### src/rtl/clh_pkg.sv
// Shared constants, types and address helpers of the character display host port.
// Assumes a single 50 MHz system clock and an AHB-Lite register bus.
package clh_pkg;

  // ==========================================================================
  // Timing
  localparam int CLK_PERIOD_NS = 20;
  localparam int T_INSTR_NS = 39000;
  localparam int T_DATA_NS = 43000;
  localparam int T_CLEAR_NS = 1530000;
  localparam int INSTR_CYCLES = (T_INSTR_NS + CLK_PERIOD_NS - 1) / CLK_PERIOD_NS;
  localparam int DATA_CYCLES = (T_DATA_NS + CLK_PERIOD_NS - 1) / CLK_PERIOD_NS;
  localparam int CLEAR_CYCLES_DEF = (T_CLEAR_NS + CLK_PERIOD_NS - 1) / CLK_PERIOD_NS;
  localparam int BUSY_W = 17;

  // ==========================================================================
  // Memories
  localparam int DD_ENTRIES = 80;
  localparam int CG_ENTRIES = 64;
  localparam int SEG_ENTRIES = 16;
  localparam logic [4:0] DD_LAST_COL = 5'h13;
  localparam logic [6:0] DD_COLS = 7'h14;
  localparam logic [7:0] BLANK_CHAR = 8'h20;

  // ==========================================================================
  // Instruction and serial fields
  localparam int FN_DL_BIT = 4;
  localparam int FN_RE_BIT = 2;
  localparam logic DL_RESET = 1'b1;
  localparam logic [4:0] SERIAL_SYNC = 5'h1F;
  localparam int SER_RW_BIT = 2;
  localparam int SER_RS_BIT = 1;

  // ==========================================================================
  // Register map
  localparam logic [7:0] REG_CTRL = 8'h00;
  localparam logic [7:0] REG_STATUS = 8'h04;
  localparam int CTRL_HOST_EN_BIT = 0;
  localparam logic CTRL_HOST_EN_RESET = 1'b1;
  localparam int STATUS_W = 11;

  typedef enum logic [1:0] {TGT_DD = 2'h0, TGT_CG = 2'h1, TGT_SEG = 2'h3} clh_target_t;
  typedef enum logic [1:0] {SER_IDLE = 2'h0, SER_SYNC = 2'h1, SER_XFER = 2'h3} clh_ser_t;

  typedef struct packed {
    logic im;
    logic rsCs;
    logic rwSid;
    logic eSclk;
    logic [7:0] db;
  } clh_pins_t;

  typedef struct packed {
    logic serialMode;
    logic re;
    logic busWidth8;
    logic busy;
    logic [6:0] ac;
  } clh_status_t;

  // Display address to linear memory index, four lines of twenty
  function automatic logic [6:0] ddIndex(input logic [6:0] a);
    ddIndex = 7'(a[6:5]) * DD_COLS + 7'(a[4:0]);
  endfunction : ddIndex

  function automatic logic ddValid(input logic [6:0] a);
    ddValid = (a[4:0] <= DD_LAST_COL);
  endfunction : ddValid

  // Step within a line, hop to the next line after the last column
  function automatic logic [6:0] ddNext(input logic [6:0] a);
    ddNext = (a[4:0] >= DD_LAST_COL) ? {a[6:5] + 2'h1, 5'h00} : a + 7'h01;
  endfunction : ddNext

endpackage : clh_pkg

### src/rtl/clh_sync.sv
// Two-stage synchroniser for a bundle of pin inputs.
// Assumes every bit is asynchronous to sys_clk and only levels are carried.
`timescale 1ns/1ps
module clh_sync #(
  parameter int W = 12
) (
  input wire logic sys_clk, // System clock
  input wire logic rst_n, // Synchronous reset, active low
  input wire logic [W-1:0] asyncIn, // Raw pin levels
  output logic [W-1:0] syncOut // Synchronised levels
);

  logic [W-1:0] stage1;

  always_ff @(posedge sys_clk) begin
    if (!rst_n) begin
      stage1 <= '0;
      syncOut <= '0;
    end else begin
      stage1 <= asyncIn;
      syncOut <= stage1;
    end
  end

endmodule : clh_sync

### src/rtl/clh_ahb_regs.sv
// AHB-Lite slave holding the control and status words of the host port.
// Assumes a single slave system, word accesses only; answers with zero wait states.
`timescale 1ns/1ps
module clh_ahb_regs
  import clh_pkg::*;
(
  input wire logic sys_clk, // System clock
  input wire logic rst_n, // Synchronous reset, active low
  input wire logic hsel, // Slave select
  input wire logic [31:0] haddr, // Byte address
  input wire logic [1:0] htrans, // Transfer type
  input wire logic hwrite, // Write when high
  input wire logic [2:0] hsize, // Transfer size
  input wire logic [31:0] hwdata, // Write data
  input wire logic hready, // Bus ready
  output logic hreadyout, // Slave ready
  output logic hresp, // Response, always OKAY
  output logic [31:0] hrdata, // Read data
  input wire clh_status_t status, // Live port state
  output logic hostEnable // Pin accesses accepted when high
);

  // ==========================================================================
  // Address phase decode
  logic wrPend;
  logic [7:0] wrAddr;
  wire addrPhase = hsel & htrans[1] & hready;
  wire [7:0] addrLow = haddr[7:0];
  wire [31:0] rdValue = (addrLow == REG_CTRL) ? {31'h0, hostEnable} :
                        (addrLow == REG_STATUS) ? {21'h0, status} : 32'h0;

  assign hreadyout = 1'b1;
  assign hresp = 1'b0;

  // ==========================================================================
  // Data phase
  always_ff @(posedge sys_clk) begin
    if (!rst_n) begin
      wrPend <= 1'b0;
      wrAddr <= 8'h00;
      hrdata <= 32'h0;
      hostEnable <= CTRL_HOST_EN_RESET;
    end else begin
      if (wrPend && wrAddr == REG_CTRL) begin
        hostEnable <= hwdata[CTRL_HOST_EN_BIT];
      end
      wrPend <= addrPhase & hwrite;
      wrAddr <= addrLow;
      if (addrPhase && !hwrite) begin
        hrdata <= rdValue;
      end
    end
  end

endmodule : clh_ahb_regs

### src/rtl/clh_host_port.sv
// Host port of a character display controller: pin bus/serial front end,
// command and data holding registers, address counter and display memories.
// Assumes pins are asynchronous and much slower than sys_clk; one AHB-Lite master.
// Operation
// - Interface select pin picks serial or parallel
// - Parallel width follows the bus width bit
// - Two 8-bit registers: data and command
// - Data goes to last addressed memory
// - After data read, prefetch next address
// - Data write commits to memory automatically
// - Command register is never read back
// - Select from pin, or serial select bit
// - Select/direction decode to four operations
// - Status read: busy bit 7, counter 6..0
// - While busy, further commands are ignored
// - Display memory holds eighty character bytes
// - Display address lives in address counter
// - Four lines at 00, 20, 40, 60
// - Pattern memory holds eight 5x8 characters
// - Codes 0x-0x07 map to pattern rows (code also maps 0x08-0x0F, aliased onto 0x00-0x07)
// - Select pin: data high, serial chip select
// - Bus width bit one is 8-bit
// - Narrow bus uses upper nibble, high first
//
// The AHB-Lite register port and the register addresses were decided locally.
`timescale 1ns/1ps
module clh_host_port
  import clh_pkg::*;
#(
  parameter int CLEAR_CYCLES = CLEAR_CYCLES_DEF
) (
  input wire logic sys_clk, // System clock, 50 MHz
  input wire logic rst_n, // Synchronous reset, active low
  input wire logic interfaceSelectPin, // High parallel, low serial
  input wire logic regSelectOrChipSelect, // Register select or chip select
  input wire logic readWriteOrSerialIn, // Read/write or serial data in
  input wire logic enableOrSerialClk, // Enable strobe or serial clock
  input wire logic [7:0] dataLineIn, // Data lines, input side
  output logic [7:0] dataLineOut, // Data lines, output side
  output logic [7:0] dataLineOe, // Data line drive enables
  input wire logic [7:0] glyphCode, // Display side character code
  input wire logic [2:0] glyphRow, // Display side pattern row
  output logic [7:0] glyphDots, // Pattern row dots and blink bits
  input wire logic hsel, // AHB slave select
  input wire logic [31:0] haddr, // AHB address
  input wire logic [1:0] htrans, // AHB transfer type
  input wire logic hwrite, // AHB write
  input wire logic [2:0] hsize, // AHB size
  input wire logic [31:0] hwdata, // AHB write data
  input wire logic hready, // AHB ready
  output logic hreadyout, // AHB slave ready
  output logic hresp, // AHB response
  output logic [31:0] hrdata // AHB read data
);

  if (CLEAR_CYCLES < 1 || CLEAR_CYCLES >= (1 << BUSY_W)) begin : g_bad_clear
    $error("CLEAR_CYCLES out of range");
  end

  // ==========================================================================
  // Pin synchronisation
  clh_pins_t pinRaw;
  clh_pins_t pin;
  logic clkPrev;
  logic hostEnable;

  assign pinRaw = {interfaceSelectPin, regSelectOrChipSelect, readWriteOrSerialIn,
                   enableOrSerialClk, dataLineIn};

  clh_sync #(.W($bits(clh_pins_t))) u_sync (
    .sys_clk(sys_clk),
    .rst_n(rst_n),
    .asyncIn(pinRaw),
    .syncOut(pin)
  );

  always_ff @(posedge sys_clk) begin
    if (!rst_n) begin
      clkPrev <= 1'b0;
    end else begin
      clkPrev <= pin.eSclk;
    end
  end

  wire clkRise = pin.eSclk & ~clkPrev;
  wire clkFall = ~pin.eSclk & clkPrev;
  wire serialMode = ~pin.im;
  wire parallel = pin.im;

  // ==========================================================================
  // Core state
  logic [6:0] ac;
  logic [7:0] dr;
  logic busWidth8;
  logic re;
  clh_target_t target;
  logic [BUSY_W-1:0] busyCnt;
  logic clearing;
  logic [6:0] clearIdx;
  logic prefetch;
  logic busy;

  assign busy = (busyCnt != '0) | clearing;

  // ==========================================================================
  // Parallel front end
  logic nibblePhase;
  logic [3:0] nibbleHi;
  logic parRs;
  logic parRw;
  logic parDrive;
  logic [7:0] readHold;
  logic [7:0] parOut;

  // Serial front end
  clh_ser_t serState;
  logic [2:0] bitCnt;
  logic [6:0] shIn;
  logic [7:0] shOut;
  logic serRs;
  logic serRw;

  wire curRs = serialMode ? serRs : pin.rsCs;
  // Command register content is never a read source
  wire [7:0] readValue = curRs ? dr : {busy, ac};

  always_ff @(posedge sys_clk) begin
    if (!rst_n) begin
      nibblePhase <= 1'b0;
      nibbleHi <= 4'h0;
      parRs <= 1'b0;
      parRw <= 1'b0;
      parDrive <= 1'b0;
      readHold <= 8'h00;
      parOut <= 8'h00;
    end else if (!parallel) begin
      nibblePhase <= 1'b0;
      parDrive <= 1'b0;
    end else if (clkRise) begin
      parRs <= pin.rsCs;
      parRw <= pin.rwSid;
      parDrive <= pin.rwSid & hostEnable;
      if (!nibblePhase) begin
        readHold <= readValue;
      end
      if (busWidth8) begin
        parOut <= readValue;
      end else begin
        parOut <= nibblePhase ? {readHold[3:0], 4'h0} : {readValue[7:4], 4'h0};
      end
    end else if (clkFall) begin
      parDrive <= 1'b0;
      if (!busWidth8) begin
        nibblePhase <= ~nibblePhase;
        nibbleHi <= pin.db[7:4];
      end
    end
  end

  wire csActive = serialMode & ~pin.rsCs;
  wire [7:0] serByte = {shIn, pin.rwSid};

  always_ff @(posedge sys_clk) begin
    if (!rst_n) begin
      serState <= SER_IDLE;
      bitCnt <= 3'h0;
      shIn <= 7'h00;
      shOut <= 8'h00;
      serRs <= 1'b0;
      serRw <= 1'b0;
    end else if (!csActive) begin
      serState <= SER_IDLE;
      bitCnt <= 3'h0;
    end else begin
      unique case (serState)
        SER_IDLE: serState <= SER_SYNC;
        SER_SYNC, SER_XFER: begin
          if (clkRise) begin
            shIn <= serByte[6:0];
            bitCnt <= bitCnt + 3'h1;
            if (serState == SER_SYNC && bitCnt == 3'h7 && serByte[7:3] == SERIAL_SYNC) begin
              serRw <= serByte[SER_RW_BIT];
              serRs <= serByte[SER_RS_BIT];
              serState <= SER_XFER;
            end
          end else if (clkFall && serState == SER_XFER && serRw) begin
            shOut <= (bitCnt == 3'h0) ? readValue : {shOut[6:0], 1'b0};
          end
        end
      endcase
    end
  end

  // ==========================================================================
  // Access strobe shared by both front ends
  wire parStb = parallel & clkFall & hostEnable & (busWidth8 | nibblePhase);
  wire serStb = csActive & clkRise & hostEnable & (serState == SER_XFER) & (bitCnt == 3'h7);
  wire accStb = parStb | serStb;
  wire accRs = serialMode ? serRs : parRs;
  wire accRw = serialMode ? serRw : parRw;
  wire [7:0] parByte = busWidth8 ? pin.db : {nibbleHi, pin.db[7:4]};
  wire [7:0] accData = serialMode ? serByte : parByte;

  wire instrOk = accStb & ~accRs & ~accRw & ~busy;
  wire dataWr = accStb & accRs & ~accRw;
  wire dataRd = accStb & accRs & accRw;

  // ==========================================================================
  // Memories
  logic [7:0] ddMem [DD_ENTRIES];
  logic [7:0] cgMem [CG_ENTRIES];
  logic [7:0] segMem [SEG_ENTRIES];

  wire [6:0] ddIdx = ddIndex(ac);
  wire ddOk = ddValid(ac);
  wire [7:0] ddRd = ddOk ? ddMem[ddIdx] : BLANK_CHAR;
  wire [7:0] memRdData = (target == TGT_DD) ? ddRd :
                         (target == TGT_CG) ? cgMem[ac[5:0]] : segMem[ac[3:0]];
  wire [6:0] cgNext = {1'b0, ac[5:0] + 6'h01};
  wire [6:0] segNext = {3'h0, ac[3:0] + 4'h1};
  wire [6:0] acNext = (target == TGT_DD) ? ddNext(ac) :
                      (target == TGT_CG) ? cgNext : segNext;

  always_ff @(posedge sys_clk) begin
    if (clearing) begin
      ddMem[clearIdx] <= BLANK_CHAR;
    end else if (dataWr) begin
      unique case (target)
        TGT_DD: if (ddOk) ddMem[ddIdx] <= accData;
        TGT_CG: cgMem[ac[5:0]] <= accData;
        TGT_SEG: segMem[ac[3:0]] <= accData;
      endcase
    end
  end

  // Pattern fetch for the display scan
  wire userCode = (glyphCode[7:4] == 4'h0);

  always_ff @(posedge sys_clk) begin
    if (!rst_n) begin
      glyphDots <= 8'h00;
    end else begin
      glyphDots <= userCode ? cgMem[{glyphCode[2:0], glyphRow}] : 8'h00;
    end
  end

  // ==========================================================================
  // Command execution and data register
  always_ff @(posedge sys_clk) begin
    if (!rst_n) begin
      ac <= 7'h00;
      dr <= 8'h00;
      busWidth8 <= DL_RESET;
      re <= 1'b0;
      target <= TGT_DD;
      busyCnt <= '0;
      clearing <= 1'b0;
      clearIdx <= 7'h00;
      prefetch <= 1'b0;
    end else begin
      prefetch <= 1'b0;
      if (busyCnt != '0) begin
        busyCnt <= busyCnt - 1'b1;
      end
      if (clearing) begin
        clearIdx <= clearIdx + 7'h01;
        if (clearIdx == 7'(DD_ENTRIES - 1)) begin
          clearing <= 1'b0;
        end
      end
      if (prefetch) begin
        dr <= memRdData;
      end
      if (instrOk) begin
        busyCnt <= BUSY_W'(INSTR_CYCLES);
        unique casez (accData)
          8'b1???????: begin
            if (!re) begin
              target <= TGT_DD;
              ac <= accData[6:0];
              prefetch <= 1'b1;
            end
          end
          8'b01??????: begin
            target <= re ? TGT_SEG : TGT_CG;
            ac <= re ? {3'h0, accData[3:0]} : {1'b0, accData[5:0]};
            prefetch <= 1'b1;
          end
          8'b001?????: begin
            busWidth8 <= accData[FN_DL_BIT];
            re <= accData[FN_RE_BIT];
          end
          8'b0000001?: begin
            if (!re) begin
              target <= TGT_DD;
              ac <= 7'h00;
              busyCnt <= BUSY_W'(CLEAR_CYCLES);
            end
          end
          8'b00000001: begin
            target <= TGT_DD;
            ac <= 7'h00;
            clearing <= 1'b1;
            clearIdx <= 7'h00;
            busyCnt <= BUSY_W'(CLEAR_CYCLES);
          end
          default: ;
        endcase
      end else if (dataWr) begin
        dr <= accData;
        ac <= acNext;
        busyCnt <= BUSY_W'(DATA_CYCLES);
      end else if (dataRd) begin
        ac <= acNext;
        prefetch <= 1'b1;
        busyCnt <= BUSY_W'(DATA_CYCLES);
      end
    end
  end

  // ==========================================================================
  // Pin drive
  wire serDrive = csActive & (serState == SER_XFER) & serRw & hostEnable;

  assign dataLineOut = serialMode ? {7'h00, shOut[7]} : parOut;
  assign dataLineOe = parDrive ? (busWidth8 ? 8'hFF : 8'hF0) :
                      serDrive ? 8'h01 : 8'h00;

  // ==========================================================================
  // Register bus
  clh_status_t status;

  assign status = '{serialMode: serialMode, re: re, busWidth8: busWidth8, busy: busy, ac: ac};

  clh_ahb_regs u_regs (
    .sys_clk(sys_clk),
    .rst_n(rst_n),
    .hsel(hsel),
    .haddr(haddr),
    .htrans(htrans),
    .hwrite(hwrite),
    .hsize(hsize),
    .hwdata(hwdata),
    .hready(hready),
    .hreadyout(hreadyout),
    .hresp(hresp),
    .hrdata(hrdata),
    .status(status),
    .hostEnable(hostEnable)
  );

endmodule : clh_host_port

### config.mk
export PLATFORM = sky130hd
export DESIGN_NAME = clh_host_port
export DESIGN_NICKNAME = d
export VERILOG_FILES = /design/src/rtl/clh_pkg.sv /design/src/rtl/clh_sync.sv /design/src/rtl/clh_ahb_regs.sv /design/src/rtl/clh_host_port.sv
export SDC_FILE = /design/constraint.sdc
export NUM_CORES = 2
export LEC_CHECK = 0
export ABC_AREA = 1
export BUFFER_PORTS_ARGS = -buffer_cell sky130_fd_sc_hd__buf_2
export CAP_MARGIN = 20
export CORE_AREA = 2 2 412 414
export CTS_BUF_LIST = sky130_fd_sc_hd__clkbuf_8
export DETAILED_ROUTE_END_ITERATION = 8
export DIE_AREA = 0 0 414 416
export RECOVER_POWER = 25
export SYNTH_ARGS = -nofsm -noshare
export SYNTH_HDL_FRONTEND = slang
export SYNTH_SLANG_ARGS = --single-unit
export TNS_END_PERCENT = 1
### constraint.sdc
create_clock -name sys_clk -period 9.5 [get_ports sys_clk]
set_input_delay 0.95 -clock sys_clk [delete_from_list [all_inputs] [get_ports sys_clk]]
set_output_delay 0.95 -clock sys_clk [all_outputs]
set_load 0.01 [all_outputs]
**Yosys cells after proc, flatten, opt, wreduce, memory -nomap -nowiden**

Memories as Yosys holds them, arrays and structs flattened. A register that Yosys moved wholly into a read port is not among the register bits.
Index checks and enable logic that the tools add are counted.

- Flip-flop bits (word level): 154
- Bits in writable memories: 1280
- Bits of input ports: 97
- Output and inout port bits: 58
- Word-level logic and storage cells: 213
- Memories: 3

- Add/subtract/negate cells: 8
- Multipliers: 1
- Order comparisons: 2
- Eq/ne operators: 18
- Mux-type cells: 79
- Bitwise logic cells: 36
- Reduce and logical (&&, ||, !) cells: 37

Memory list:

| memory | depth | width | read ports | clocked after memory_dff | write ports | line | RTL |
|---|---|---|---|---|---|---|---|
| ddMem | 80 | 8 | 1 | 0 | 1 | clh_host_port.sv:210 | `logic [7:0] ddMem [DD_ENTRIES];` |
| cgMem | 64 | 8 | 2 | 2 | 1 | clh_host_port.sv:211 | `logic [7:0] cgMem [CG_ENTRIES];` |
| segMem | 16 | 8 | 1 | 1 | 1 | clh_host_port.sv:212 | `logic [7:0] segMem [SEG_ENTRIES];` |

Operators by type and width:

| operator | count |
|---|---|
| 8-bit two-way mux | 15 |
| 17-bit two-way mux | 5 |
| 7-bit two-way mux | 11 |
| 17-bit one-hot mux with 2 select lines | 1 |
| 32-bit two-way mux | 1 |
| 1-bit two-way mux | 30 |
| 7-bit one-hot mux with 4 select lines | 1 |
| 6-bit two-way mux | 4 |
| 1-bit bitwise AND | 23 |
| 17-bit nonzero test | 1 |
| 17-bit by 1-bit subtractor with 17-bit output (second input constant) | 1 |
| 8-bit zero test | 2 |
| 4-bit AND reduction | 4 |
| 7-bit by 1-bit adder with 7-bit output (second input constant) | 2 |
| 2-bit AND reduction | 7 |
| 4-bit two-way mux | 3 |
| 3-bit AND reduction | 4 |
| 11-bit two-way mux | 1 |
| 1-bit NOT | 10 |
| 8-bit by 1-bit equality test with 1-bit output (second input constant) | 1 |
| 8-bit by 3-bit equality test with 1-bit output (second input constant) | 1 |
| 2-bit two-way mux | 4 |
| 8-bit OR reduction | 1 |
| 7-bit by 5-bit adder with 7-bit output | 1 |
| 30 further kinds | 47 |

**Longest topological paths before layout**

- Word-level depth: 14
- Gate-level depth with buffers: 17
- Mapped depth without buffers: 16

**By module**

From an unflattened synthesis, not the netlist that was laid out.

- Cell total of the unflattened synthesis: 6228
- Area, all modules: 63354.5 um^2

By module, submodules not included:

| module | times used | cells an instance | area each (um^2) | sequential area each (um^2) |
|---|---|---|---|---|
| clh_host_port | 1 | 6027 | 61682.9 | 40478.8 |
| clh_ahb_regs | 1 | 127 | 988.4 | 420.4 |
| clh_sync | 1 | 74 | 683.2 | 480.5 |

**Least setup slack after synthesis**

OpenSTA, ideal clock, no wires.

- Path kind: register to register
- Start point: reg u_sync.syncOut[11]
- End point: mem ddMem[0][1] (data pin)
- Library setup time: 0.575 ns
- Arrival: 6.239 ns
- Data required time: 8.925 ns
- Setup slack: 2.686 ns
- Cell stages (with the launch flop): 5
- Cells stage by stage: dfxtp_1 > buf_6 > o21ai_0 > inv_1 > nor2_1

- Elaborated cells between the ends (all ways): 21
- Those cells by class: mux: 7; bitwise: 13; reduce/logical: 1

RTL lines:

| what | line | RTL |
|---|---|---|
| start: declaration | clh_sync.sv:10 | `output logic [W-1:0] syncOut` |
| start signal: assignment | clh_sync.sv:21 | `syncOut <= stage1;` |
| 8-bit two-way mux | clh_host_port.sv:202 | `wire [7:0] accData = serialMode ? serByte : parByte;` |
| named net accData[1] | clh_host_port.sv:202 |  |
| 8-bit two-way mux (no line) | - |  |
| end: declaration | clh_host_port.sv:210 |  |

The timed path passes the listed nets, and every way through them passes these cells.

**Worst setup path in the final report**

- Start point: reg u_sync.syncOut[11]
- End point: reg busyCnt[10]

- Elaborated cells between the ends (all ways): 28
- Those cells by class: eq/ne: 2; mux: 7; bitwise: 18; reduce/logical: 1

RTL lines:

| what | line | RTL |
|---|---|---|
| 8-bit two-way mux (*) | clh_host_port.sv:202 |  |
| named net accData[4] | clh_host_port.sv:202 |  |
| 8-bit by 1-bit equality test with 1-bit output / 7-bit by 1-bit equality test with 1-bit output (equally long branches) | clh_host_port.sv:276 | `unique casez (accData)` |
| 17-bit one-hot mux with 2 select lines (*) | clh_host_port.sv:276 |  |
| 17-bit two-way mux (*) | clh_host_port.sv:274 | `if (instrOk) begin` |
| end signal: assignment | clh_host_port.sv:275 | `busyCnt <= BUSY_W'(INSTR_CYCLES);` |
| end signal: assignment | clh_host_port.sv:297 | `busyCnt <= BUSY_W'(CLEAR_CYCLES);` |
| end signal: assignment | clh_host_port.sv:305 | `busyCnt <= BUSY_W'(CLEAR_CYCLES);` |
| end: declaration | clh_host_port.sv:97 | `logic [BUSY_W-1:0] busyCnt;` |

The timed path passes the listed nets; every way through them passes the cells marked *.
A chain may end at the register's enable or synchronous reset.

==> flow_summary.json <==
{
  "holdPathStages": 3,
  "clkPwrFrac_pct": 40.0,
  "timing.fmax_mhz": 151.6,
  "nFillCells": 16050,
  "fp-row-count": 151,
  "syn_area_per_cell_um2": 10.14,
  "drv_cap": 10,
  "htreeDepth": 4,
  "grt_first_pass_wirelength_um": 277000,
  "antenna_found_initial": 3,
  "insertion_delay_ns": 0.95,
  "synth_cells": 6256,
  "cts_root_buf": "clkbuf_8",
  "routed_via_density": 5.551,
  "netlist.top_cell.by_area": "edfxtp_1",
  "powerDensity_mw_per_mm2": 175.6,
  "grt_max_degree": 211,
  "synth_top_area_share_pct": 60.59,
  "drtIter0Drc": 5822,
  "hold_end": "u_sync.stage1[11]",
  "dr.pass1.iters": 8,
  "crit_path_end_kind": "register",
  "hpwl_um": 103000,
  "crit_path_start_kind": "register",
  "ys_warn_count": 0,
  "layout_common_cells": "edfxtp_1 (1,280), nand2_1 (1,190), nor2_1 (931), nand3_1 (869), o21ai_0 (633)",
  "clk_pin_slew_ns": 0.06,
  "p_int_uw": 9395,
  "switching_share_pct": 23.17,
  "drv_slew": 523,
  "yosysSeqAreaShare_pct": 65.23,
  "tns_ns": 0,
  "syn_to_final_growth_pct": 9.763,
  "final_common_cell": "edfxtp_1",
  "power.leakage_uw": 0.02439,
  "routedWlPerCell_um": 21.57,
  "via_count": 47770,
  "start_util_pct": 37.73,
  "status": "finished, violations left",
  "synthTopCellsByArea": "edfxtp_1 (61%), nand2_1 (7.0%), nand3_1 (6.9%)",
  "finalSetupViolCount": 0,
  "track_usage_pct": 20.81,
  "ff_latch_area_mm2": 0.04140,
  "reg2regPathDepth": 10,
  "period_share_pct": 69.44,
  "combPwrFrac_pct": 4.1,
  "utilization_pct": 41.41,
  "cts_setup_buffers": 0,
  "die_x_um": 414,
  "grt_overflow_total": 0,
  "hold_buffers": 0,
  "pre_cts_slack_ns": 4.639,
  "skew_ns": 0.04549,
  "port_buffers": 71,
  "regToRegEndpoint": "busyCnt[10]",
  "synth_area_mm2": 0.06343,
  "antenna_left": 0,
  "ys.flop_type": "edfxtp_1",
  "routed_wl_um": 185600,
  "synth_edf_count": 1280,
  "crit_type": "reg -> reg",
  "placed_cell_area_mm2": 0.06551,
  "core-area_mm2": 0.1681,
  "rsz0062_at_grt": "false",
  "cp.arrival_ns": 7.46,
  "r2r-start": "u_sync.syncOut[11]",
  "finalCriticalPeriod_ns": 6.596,
  "nNetsFinal": 6309,
  "postSynth.asyncResetShare_pct": 0,
  "worst_slack_ns": 2.904,
  "ioPinCount": 155,
  "path_max_fanout": 84,
  "clk_path_buf_depth": 3,
  "irDropWorstVdd_mv": 0.1658,
  "cts_tree": "yes",
  "min_from": "interfaceSelectPin",
  "final_layout_size_suffix_gt1_share_pct": 7.086,
  "hold_path.class": "in -> reg",
  "tightestPinTransition_ns": 4.327,
  "violations": "max-capacitance violations, max-slew violations",
  "synth.distinct_cells": 47,
  "switchingPower_uw": 2833,
  "die-area_mm2": 0.1722,
  "grt_pass1_vias": 45240,
  "seqPwrFrac_pct": 55.9,
  "startpoint": "u_sync.syncOut[11]",
  "postCtsResizedCells": 0,
  "cts_made_buffers": 228,
  "relSlewSlack_pct": -188.5,
  "design_area_mm2": 0.06963,
  "die_y_um": 416,
  "crit_required_ns": 10.36,
  "rrSetupSlack_ns": 2.90,
  "place_congestion": 0.8897,
  "multi_input_comb_area_mm2": 0.01954,
  "finalHoldViolations": 0,
  "numClockSinks": 1427,
  "drc": 0,
  "ys_seq_elements": 1427
}
==> final cells by class <==
type	count	share of cell area [%]
Antenna cell	8	0.02875
Clock buffer	246	4.863
Clock inverter	169	1.127
Inverter	238	1.326
Multi-Input combinational cell	4172	28.06
Sequential cell	1427	59.46
Tap cell	2218	3.986
Timing Repair Buffer	127	1.154
==> routing by layer <==
layer / GRT usage [%] / wire length [um] / vias up / part of all wire (%)
li1: - / - / 21890 / -
met1: 28.66 / 77530 / 23120 / 42
met2: 32.49 / 85090 / 2324 / 46
met3: 3.539 / 15900 / 427 / 8.6
met4: 8.860 / 7085 / 0 / 3.8
met5: 0 / 0 / - / 0
==> worst max-delay path by stage <==
| stage | end | slack [ns] |
|---|---|---|
| 6_report | busyCnt[10] | 2.90 |
| 5_1_grt | ac[2] | 2.27 |
| 4_1_cts | ddMem[76][2] | 4.60 |
| 3_5_place_dp | ddMem[76][7] | 4.64 |
| 3_3_place_gp | ddMem[76][3] | 4.71 |
| 2_1_floorplan | ddMem[0][1] | 2.69 |
==> through the flow <==
stage | hold slack [ns] | std cells | total power [uW]
2_1_floorplan | 0.3905 | 6277 | 7298
6_report | 0.2238 | 8605 | 12230
3_5_place_dp | 0.3978 | 8182 | 7447
3_3_place_gp | 0.4023 | 8182 | 7437
5_1_grt | 0.1831 | 8604 | 12630
4_1_cts | 0.1328 | 8597 | 12300
==> cells in the mapped netlist, types with 2 or more instances <==
master and count:
edfxtp_1 1280, nand2_1 1190, nor2_1 937, nand3_1 870, o21ai_0 633, clkbuf_1 345, inv_1 216, dfxtp_1 147
a21oi_1 122, o221ai_1 121, o211ai_1 98, buf_1 53, o22ai_1 38, buf_4 30, nor3_1 20, ha_1 17
nand4_1 12, clkinv_1 11, inv_2 11, a31oi_1 10, xor2_1 10, nand2_2 8, buf_2 7, o21ai_1 7
or2_2 6, buf_6 5, nor2_4 5, nor4_1 5, o21ai_4 5, a211oi_1 4, nand4_2 4, nand4_4 4
nor2_2 4, o21ai_2 3, conb_1 2, nand3_2 2, nand3b_1 2, o2111ai_1 2, o31ai_1 2
==> critical path, stage by stage, from the launching register on <==
cell and delay (ns):
dfxtp_1 0.31, clkbuf_1 1.23, a21oi_1 0.50, inv_2 0.12, clkbuf_1 2.92, nor3_1 0.20
nand3b_1 0.46, o21ai_1 0.20, o21ai_1 0.33, a21oi_1 0.11, nor2_1 0.15
==> power by group through the flow <==
stage	combinational, uW	clock [uW]	sequential [uW]
floorplan	341	0	6960
global placement	479	0	6960
detailed placement	488	0	6960
CTS	489	4980	6830
global route	546	5250	6830
finish	500	4900	6830
==> registers in the layout, summed over array words and instances, names as in the netlist, 2 cells and up, named ones only <==
signal / cells
u_sync.stage1: 12
glyphDots: 8
shOut: 8
u_sync.syncOut: 12
serState: 2
parOut: 8
nibbleHi: 4
ddMem: 640
u_regs.hrdata: 11
readHold: 4
cgMem: 512
segMem: 128
dr: 8
u_regs.wrAddr: 8
clearIdx: 7
ac: 7
bitCnt: 3
target: 2
shIn: 7
busyCnt: 17
==> cell families after synthesis <==
logic type	count (synthesis)	share of synthesized area, %
AO/OA/AOI/OAI	1048	9.625
XOR/XNOR	11	0.1519
adder cells (fa/ha/maj)	18	0.3669
buffers and inverters	678	4.262
flip-flops	1427	65.23
other	2	0.01184
AND/OR/NAND/NOR	3072	20.35
Power figures use the tool's default switching activity.
